<file path="src/inc/sasp_pkg.sv">
package sasp_pkg;
	localparam int RESULT_W     = 12;
	localparam int FRAME_CYC    = 16;
	localparam int CNT_W        = 4;
	localparam int CHAN_W       = 3;
	localparam int NUM_CHAN     = 8;
	localparam int LEAD_ZEROS   = FRAME_CYC - RESULT_W;
	localparam int ADDR_MSB_CYC = 2;
	localparam int TRACK_CYC    = 3;
	localparam logic [CNT_W-1:0] CNT_LAST = 4'hf;
	localparam logic [CHAN_W-1:0] CHAN_RST = 3'h0;
	localparam logic [RESULT_W-1:0] RESULT_RST = 12'h000;

	typedef enum logic [1:0] {
		SASP_DOWN  = 2'b00,
		SASP_FRAME = 2'b01
	} sasp_mode_t;
endpackage : sasp_pkg

</file>
<file path="src/sar_adc_serial_port.sv">
`timescale 1ns/1ps
// Function
// - falling chip select starts a conversion frame
// - conversions repeat while chip select stays low; raising it ends them
// - control bits from serial input are captured on rising serial clock edges
// - result bits advance on serial output at each falling serial clock edge
// - all sequencing is counted from serial clock edges only
// - result is 12-bit unsigned straight binary, zero at range bottom
// - one of eight input channels is selected for conversion
// - host keeps throughput between 50 kSPS and 1 MSPS
// - chip select high is power-down; conversion activity stops
module sar_adc_serial_port
	import sasp_pkg::*;
#(
	parameter int NUM_CH = sasp_pkg::NUM_CHAN
) (
	input  wire logic                          clk,
	input  wire logic                          rst_b,
	input  wire logic                          chipSel_b,
	input  wire logic                          serClk,
	input  wire logic                          serIn,
	output logic                               serOut,
	output logic                               serOutEn_b,
	output logic [sasp_pkg::CHAN_W-1:0]        convChan,
	output logic                               sampleTrack,
	output logic                               convStart,
	input  wire logic [sasp_pkg::RESULT_W-1:0] convResult,
	output logic                               powerDown
);
	import sasp_pkg::*;

	////////////////////////////////////////////////////////////////////////
	// pin synchroniser: nothing reads the raw pins
	logic [2:0] pinSync;

	sasp_sync #(
		.WIDTH (3)
	) u_sync (
		.clk     (clk),
		.rst_b   (rst_b),
		.asyncIn ({chipSel_b, serClk, serIn}),
		.syncOut (pinSync)
	);

	logic csS;
	logic sckS;
	logic dinS;
	assign csS  = pinSync[2];
	assign sckS = pinSync[1];
	assign dinS = pinSync[0];

	////////////////////////////////////////////////////////////////////////
	typedef struct packed {
		sasp_mode_t            mode;
		logic                  csPrev;
		logic                  sckPrev;
		logic [CNT_W-1:0]      bitCnt;
		logic [CHAN_W-1:0]     ctrlShift;
		logic [CHAN_W-1:0]     chan;
		logic [RESULT_W-1:0]   outShift;
		logic                  dout;
		logic                  doutEn_b;
		logic                  start;
	} sasp_state_t;

	sasp_state_t s_q;
	sasp_state_t s_d;

	logic csFall;
	logic sckRise;
	logic sckFall;

	// address window of the control word, in falling-clock counts
	function automatic logic addrWin(input logic [CNT_W-1:0] cnt);
		return cnt >= CNT_W'(ADDR_MSB_CYC) && cnt < CNT_W'(ADDR_MSB_CYC + CHAN_W);
	endfunction : addrWin

	always_comb begin
		csFall  = s_q.csPrev & ~csS;
		sckRise = ~s_q.sckPrev & sckS;
		sckFall = s_q.sckPrev & ~sckS;
		s_d         = s_q;
		s_d.csPrev  = csS;
		s_d.sckPrev = sckS;
		s_d.start   = 1'b0;
		unique case (s_q.mode)
			SASP_DOWN: begin
				s_d.doutEn_b = 1'b1;
				s_d.dout     = 1'b0;
				if (csFall) begin
					s_d.mode     = SASP_FRAME;
					s_d.bitCnt   = '0;
					s_d.doutEn_b = 1'b0;
					s_d.start    = 1'b1;
					s_d.outShift = convResult;
				end
			end
			SASP_FRAME: begin
				if (csS) begin
					s_d.mode     = SASP_DOWN;
					s_d.doutEn_b = 1'b1;
					s_d.dout     = 1'b0;
				end else begin
					if (sckRise) begin
						// address bits sit in counts 2..4 of the control word
						if (addrWin(s_q.bitCnt)) begin
							s_d.ctrlShift = {s_q.ctrlShift[CHAN_W-2:0], dinS};
						end
					end
					if (sckFall) begin
						s_d.bitCnt = s_q.bitCnt + 1'b1;
						if (s_q.bitCnt == CNT_LAST) begin
							// new frame: channel picked last frame is converted now
							s_d.chan     = s_q.ctrlShift;
							s_d.start    = 1'b1;
							s_d.outShift = convResult;
							s_d.dout     = 1'b0;
						end else if (s_q.bitCnt >= CNT_W'(LEAD_ZEROS - 1)) begin
							s_d.dout     = s_q.outShift[RESULT_W-1];
							s_d.outShift = {s_q.outShift[RESULT_W-2:0], 1'b0};
						end else begin
							s_d.dout = 1'b0;
						end
					end
				end
			end
			default: begin
				s_d.mode = SASP_DOWN;
			end
		endcase
	end

	always_ff @(posedge clk) begin
		if (!rst_b) begin
			s_q.mode      <= SASP_DOWN;
			// synced pins read low in reset; a high previous value would fake a fall
			s_q.csPrev    <= 1'b0;
			s_q.sckPrev   <= 1'b0;
			s_q.bitCnt    <= '0;
			s_q.ctrlShift <= CHAN_RST;
			s_q.chan      <= CHAN_RST;
			s_q.outShift  <= RESULT_RST;
			s_q.dout      <= 1'b0;
			s_q.doutEn_b  <= 1'b1;
			s_q.start     <= 1'b0;
		end else begin
			s_q <= s_d;
		end
	end

	////////////////////////////////////////////////////////////////////////
	assign serOut      = s_q.dout;
	assign serOutEn_b  = s_q.doutEn_b;
	assign convChan    = s_q.chan;
	assign convStart   = s_q.start;
	assign powerDown   = (s_q.mode == SASP_DOWN);
	// track during the first clocks of each frame
	assign sampleTrack = (s_q.mode == SASP_FRAME) && (s_q.bitCnt < CNT_W'(TRACK_CYC));

	////////////////////////////////////////////////////////////////////////
	a_start_on_fall: assert property (@(posedge clk) disable iff (!rst_b)
		(s_q.mode == SASP_DOWN && s_q.csPrev && !csS) |=> (s_q.mode == SASP_FRAME && convStart))
		else $error("no frame start after chip select fall");
	a_stop_on_high: assert property (@(posedge clk) disable iff (!rst_b)
		(s_q.mode == SASP_FRAME && csS) |=> (powerDown && serOutEn_b))
		else $error("frame not ended by chip select high");
	a_down_quiet: assert property (@(posedge clk) disable iff (!rst_b)
		powerDown && $past(powerDown) |-> !convStart && serOutEn_b)
		else $error("activity while powered down");
	a_out_on_fall: assert property (@(posedge clk) disable iff (!rst_b)
		$changed(serOut) && !serOutEn_b && $past(!serOutEn_b) |-> $past(sckFall))
		else $error("serial output moved without a falling clock");
	a_count_on_fall: assert property (@(posedge clk) disable iff (!rst_b)
		(s_q.mode == SASP_FRAME && !csS && !sckFall) |=> $stable(s_q.bitCnt))
		else $error("bit counter moved without a clock edge");
	a_lead_zeros: assert property (@(posedge clk) disable iff (!rst_b)
		(s_q.mode == SASP_FRAME && s_q.bitCnt <= CNT_W'(LEAD_ZEROS - 1)
			&& s_q.bitCnt != '0) |-> !serOut)
		else $error("leading bit not zero");
	a_repeat_frame: assert property (@(posedge clk) disable iff (!rst_b)
		(s_q.mode == SASP_FRAME && !csS && sckFall && s_q.bitCnt == CNT_LAST)
			|=> convStart && s_q.bitCnt == '0)
		else $error("next conversion not started at frame end");
	a_msb_first: assert property (@(posedge clk) disable iff (!rst_b)
		(s_q.mode == SASP_FRAME && !csS && sckFall && s_q.bitCnt == CNT_W'(LEAD_ZEROS - 1))
			|=> serOut == $past(s_q.outShift[RESULT_W-1]))
		else $error("result not sent msb first");
	a_ctrl_capture: assert property (@(posedge clk) disable iff (!rst_b)
		(s_q.mode == SASP_FRAME && !csS && sckRise && s_q.bitCnt == CNT_W'(ADDR_MSB_CYC))
			|=> s_q.ctrlShift[0] == $past(dinS))
		else $error("control bit not captured on rising clock");
	a_chan_latch: assert property (@(posedge clk) disable iff (!rst_b)
		convStart && $past(s_q.mode) == SASP_FRAME |-> convChan == $past(s_q.ctrlShift))
		else $error("channel not taken from control word");
	a_start_pulse: assert property (@(posedge clk) disable iff (!rst_b)
		convStart |=> !convStart)
		else $error("conversion start longer than one cycle");
	a_frame_zero: assert property (@(posedge clk) disable iff (!rst_b)
		(s_q.mode == SASP_FRAME && !csS && sckFall && s_q.bitCnt == CNT_LAST)
			|=> !serOut)
		else $error("no leading zero at frame restart");
	a_shift_step: assert property (@(posedge clk) disable iff (!rst_b)
		(s_q.mode == SASP_FRAME && !csS && sckFall
			&& s_q.bitCnt > CNT_W'(LEAD_ZEROS - 1) && s_q.bitCnt != CNT_LAST)
			|=> serOut == $past(s_q.outShift[RESULT_W-1]))
		else $error("result bit out of order");
	a_chan_hold: assert property (@(posedge clk) disable iff (!rst_b)
		$changed(convChan) |-> convStart)
		else $error("channel moved inside a frame");
	a_drive_in_frame: assert property (@(posedge clk) disable iff (!rst_b)
		!powerDown |-> !serOutEn_b)
		else $error("output not driven during a frame");
	a_track_start: assert property (@(posedge clk) disable iff (!rst_b)
		convStart |-> sampleTrack)
		else $error("no track phase at conversion start");
	a_addr_window: assert property (@(posedge clk) disable iff (!rst_b)
		(s_q.mode == SASP_FRAME && !csS && sckRise && !addrWin(s_q.bitCnt))
			|=> $stable(s_q.ctrlShift))
		else $error("control bit taken outside the address window");
	a_count_step: assert property (@(posedge clk) disable iff (!rst_b)
		(s_q.mode == SASP_FRAME && !csS && sckFall)
			|=> s_q.bitCnt == $past(s_q.bitCnt) + 1'b1)
		else $error("bit counter skipped a falling clock");
endmodule : sar_adc_serial_port

</file>
<file path="src/sasp_sync.sv">
`timescale 1ns/1ps
module sasp_sync #(
	parameter int WIDTH = 3
) (
	input  wire logic             clk,
	input  wire logic             rst_b,
	input  wire logic [WIDTH-1:0] asyncIn,
	output logic      [WIDTH-1:0] syncOut
);
	typedef struct packed {
		logic [WIDTH-1:0] meta;
		logic [WIDTH-1:0] stable;
	} sasp_sync_t;

	sasp_sync_t state_q;
	sasp_sync_t state_d;

	always_comb begin
		state_d.meta   = asyncIn;
		state_d.stable = state_q.meta;
	end

	always_ff @(posedge clk) begin
		if (!rst_b) begin
			state_q <= '0;
		end else begin
			state_q <= state_d;
		end
	end

	assign syncOut = state_q.stable;
endmodule : sasp_sync

</file>
<file path="config.mk">
export PLATFORM = sky130hd
export DESIGN_NAME = sar_adc_serial_port
export DESIGN_NICKNAME = d
export VERILOG_FILES = /design/src/inc/sasp_pkg.sv /design/src/sar_adc_serial_port.sv /design/src/sasp_sync.sv
export SDC_FILE = /design/constraint.sdc
export NUM_CORES = 1
export LEC_CHECK = 0
export BUFFER_PORTS_ARGS = -buffer_cell sky130_fd_sc_hd__buf_2
export CAP_MARGIN = 10
export CORE_ASPECT_RATIO = 1.2
export CORE_MARGIN = 4
export CORE_UTILIZATION = 40
export CTS_BUF_LIST = sky130_fd_sc_hd__clkbuf_16
export DETAILED_ROUTE_END_ITERATION = 16
export PLACE_DENSITY = 0.57
export SLEW_MARGIN = 5
export SYNTH_ARGS = -nofsm -noshare
export SYNTH_HDL_FRONTEND = slang
export SYNTH_SLANG_ARGS = --single-unit
</file>
<file path="constraint.sdc">
create_clock -name clk -period 3.3 [get_ports clk]
set_input_delay 0.33 -clock clk [delete_from_list [all_inputs] [get_ports clk]]
set_output_delay 0.33 -clock clk [all_outputs]
set_load 0.02 [all_outputs]
</file>
==> impl_summary.md <==
Synth
When the netlist entered floorplanning its net count stood at 165. Of the synthesized area, sequential elements account for 47.35%. The top flip-flop cell by instance count after synthesis is dfxtp_1. The total number of yosys warnings is 0. The number of enable flip-flop cells after synthesis is 0. The share of synthesized registers carrying an async set or reset is 0%. In this run the cell area of the synthesized design comes to 1438 sq um. The number of synthesized register bits is 34. Dividing the synthesized area by the synthesized cell count gives 9.915 sq um.

The synthesized netlist contains 35 unique library cells. Counting every instance in the synthesized netlist gives 145.

Final layout
The final standard cell count with taps included and fillers excluded is 201. The antenna diode count is 0. At the end of the flow, the number of nets in the layout was 183. Compared with the post-synthesis result, the final layout area differs by 17.06%. The fraction of the core area covered by cells at the end of the flow is 49.56%.

In the layout the commonest cells are dfxtp_1 (34), buf_2 (24), a21oi_1 (12). Leaving out fill and tap cells, the most frequent cell in the layout is dfxtp_1. Cells with a size suffix above 1 make up 22.56% of the layout.

STA
Setup violations remaining at the end of the flow were counted as 0. The number of failing hold endpoints at the final stage came to 0. The final sum of negative setup slack is 0 ns.

Setup repair after global routing left no endpoint under its margin. At the pin with the least slew margin, the transition time is 0.8869 ns. Between clock sinks in the finished design, the worst skew comes to 0.003373 ns. Headroom to the max-slew limit came out at 40.52%. Subtracting the final worst setup slack from the clock period gives 1.994 ns. The final cycle utilization of the critical path is 60.43%. Based on the critical path, the design can be clocked at up to 501.5 MHz.

The final-report max-slew violation count came to 0. On the final layout, the worst hold slack is 0.2679 ns.

Pwr
Across the VDD grid, the largest voltage drop is 406.2 uV. Net switching is 18.34% of the power. Per report_power, the combinational group accounts for 4.6% of the total. The power density over cell area is 577.4 nW/um^2. The internal power component is 0.7935 mW. The portion of total power attributed to the clock network is 51.4%. Summed over all cells, the static leakage comes to 0.7201 nW. The net switching power is 0.1782 mW. The fraction of power consumed by sequential logic is 44.1%.

Setup path
Data arrives at the worst endpoint at 2.19 ns. STA classifies the critical path startpoint as a register. The type of the worst setup path is register to register. The kind of capture point of the worst setup path is a register. The reg-to-reg startpoint is s_q[22]$_SDFFE_PN0P_. The data required time of the worst path is 3.50 ns.

Of all nets on the critical path, the largest fanout is 13. The worst setup path startpoint is s_q[22]$_SDFFE_PN0P_.

Global routing
The layer flagged by global routing as most heavily used is met2. Global routing consumed, on the met2 layer, 19.55% of the routing resources. The met3 track demand over resource is 4.128%. The routing usage on met1 is 15.88%. The pin count of the biggest net entering global routing is 33. The initial antenna violation count is 0. Summed over all layers, the global routing overflow is 0.

The first global-routing pass estimated 4526 um of wire. Global routing used 12.48% of the available tracks. The via count of the first global-routing pass is 1,004.

Drt
Detailed routing inserted a total of 1,060 vias. The routed wire length is 2679 um. The count of TritonRoute iterations in the first routing pass is 4. In the final routed layout, each cell accounts on average for 13.33 um. In the routed layout, each cell is associated on average with a via count of 5.274. The violation count after the first detailed-route iteration is 24. Once detail routing completed, the nets flagged for antenna violations numbered 0. In the routed design, unresolved DRC markers number 0.

CTS
TritonCTS built the clock tree. The number of H-tree branching levels is 2. In this run the post-CTS setup repair buffer count came out at 0. The clock transition at the register clock pins on the worst setup and hold paths after CTS is 0.05 ns. The clock sink total is 34. Gates resized during post-CTS repair numbered 0.

TritonCTS created 5 clock buffers. The later pin in the worst-skew pair is clocked with a latency of 0.27 ns. The root cell of the clock tree is clkbuf_16. The largest buffer count on any clock path is 2. Hold repair after CTS inserted 0 buffers.

Status
The run finished with clean final reports.

Floorplanning
The initial core utilization is 42.34%. The die height is 73.67 um. The die covers 4621 sq um. The die extent in x is 62.73 um. The number of placement rows is 23. After floorplanning, the core was sized to cover 3396 sq um. In this run the count of I/O pins placed on the die edge is 25.

Min path
The worst hold path begins at serClk. In this run the worst hold path is classified as input pin to register.

Placement
The congestion estimate from routability-driven global placement came to 0.8316. The cell count after placement is 193. In this run the tool buffered the top-level ports with 24 buffer cells. Detailed placement finished with a half-perimeter wire length of 1860 um.

Job
The max-capacitance violation count is 0.
flip-flops by register name, indices dropped and copies added, names as in the netlist:
| register | count |
|---|---|
| serOutEn_b | 1 |
| u_sync.state_d | 3 |
| u_sync.syncOut | 3 |
| convStart | 1 |
| serOut | 1 |
| convChan | 3 |
| s_q | 22 |
power by group through the flow:
| stage | sequential [mW] | clock, mW | combinational, mW |
|---|---|---|---|
| floorplan | 0.434 | 0 | 0.0325 |
| global placement | 0.437 | 0 | 0.0433 |
| detailed placement | 0.437 | 0 | 0.0448 |
| CTS | 0.428 | 0.511 | 0.0449 |
| global route | 0.429 | 0.533 | 0.0499 |
| finish | 0.428 | 0.499 | 0.0443 |
cells in the mapped netlist (all sizes together) (2+ instances only):
library cell / instances / share of area, %
and2: 9 / 3.9
o2111ai: 2 / 1.7
ha: 3 / 2.6
a21boi: 2 / 1.0
xnor2: 2 / 1.2
o21ai: 13 / 4.5
a22oi: 11 / 5.7
nand2: 3 / 0.78
buf: 10 / 5.0
nor2b: 6 / 2.6
dfxtp: 34 / 47
clkbuf: 3 / 0.78
mux2i: 7 / 4.9
a21oi: 12 / 4.2
or4: 2 / 1.0
inv: 5 / 1.3
nor2: 4 / 1.0
nand4b: 2 / 1.2
nor4b: 2 / 1.2
nand2b: 3 / 1.3
layer usage:
metal | vias up | wire length [um]
met5 | - | 0
met1 | 483 | 1314
met2 | 21 | 1213
li1 | 554 | -
met3 | 2 | 133
met4 | 0 | 17
worst max-delay path, cell delays in order, from the launching register on:
cell and delay [ns]:
dfxtp_1 0.40, ha_1 0.25, nand3_2 0.11, o31ai_2 0.77, a22oi_1 0.22, a21oi_1 0.17
path summary, 6_finish.rpt:
check,to,slack [ns],depth (start not counted)
hold reg to reg,u_sync.syncOut[1]$_SDFF_PN0_,0.43,1
hold / removal,u_sync.state_d[1]$_SDFF_PN0_,0.27,2
setup reg to reg,s_q[12]$_SDFFE_PN0P_,1.31,5
setup / recovery,s_q[12]$_SDFFE_PN0P_,1.31,5
area by class of cell:
| type | instances | area (sq um) |
|---|---|---|
| Fill cell | 336 | 1713 |
| Sequential cell | 34 | 680.7 |
| Multi-Input combinational cell | 93 | 654.4 |
| Clock buffer | 5 | 125.1 |
| Timing Repair Buffer | 24 | 120.1 |
| Tap cell | 37 | 46.29 |
| Clock inverter | 3 | 37.54 |
| Inverter | 5 | 18.77 |
metrics by stage:
step	setup WS, ns	power (mW)	area (sq um)
floorplan	1.257	0.4663	1438
global placement	1.404	0.4799	1520
detailed placement	1.327	0.4814	1520
CTS	1.301	0.9845	1683
global route	1.072	1.012	1683
finish	1.306	0.9717	1683
cell families (layout without fill, tap and decap cells):
logic type	after synthesis	in the layout	synth area share (%)
AO/OA/AOI/OAI	43	43	19.32
XOR/XNOR	3	3	1.828
adder cells (fa/ha/maj)	3	3	2.611
buffers and inverters	18	37	7.136
flip-flops	34	34	47.35
multiplexers	7	7	4.874
AND/OR/NAND/NOR	37	37	16.88
Power figures use the tool's default switching activity.
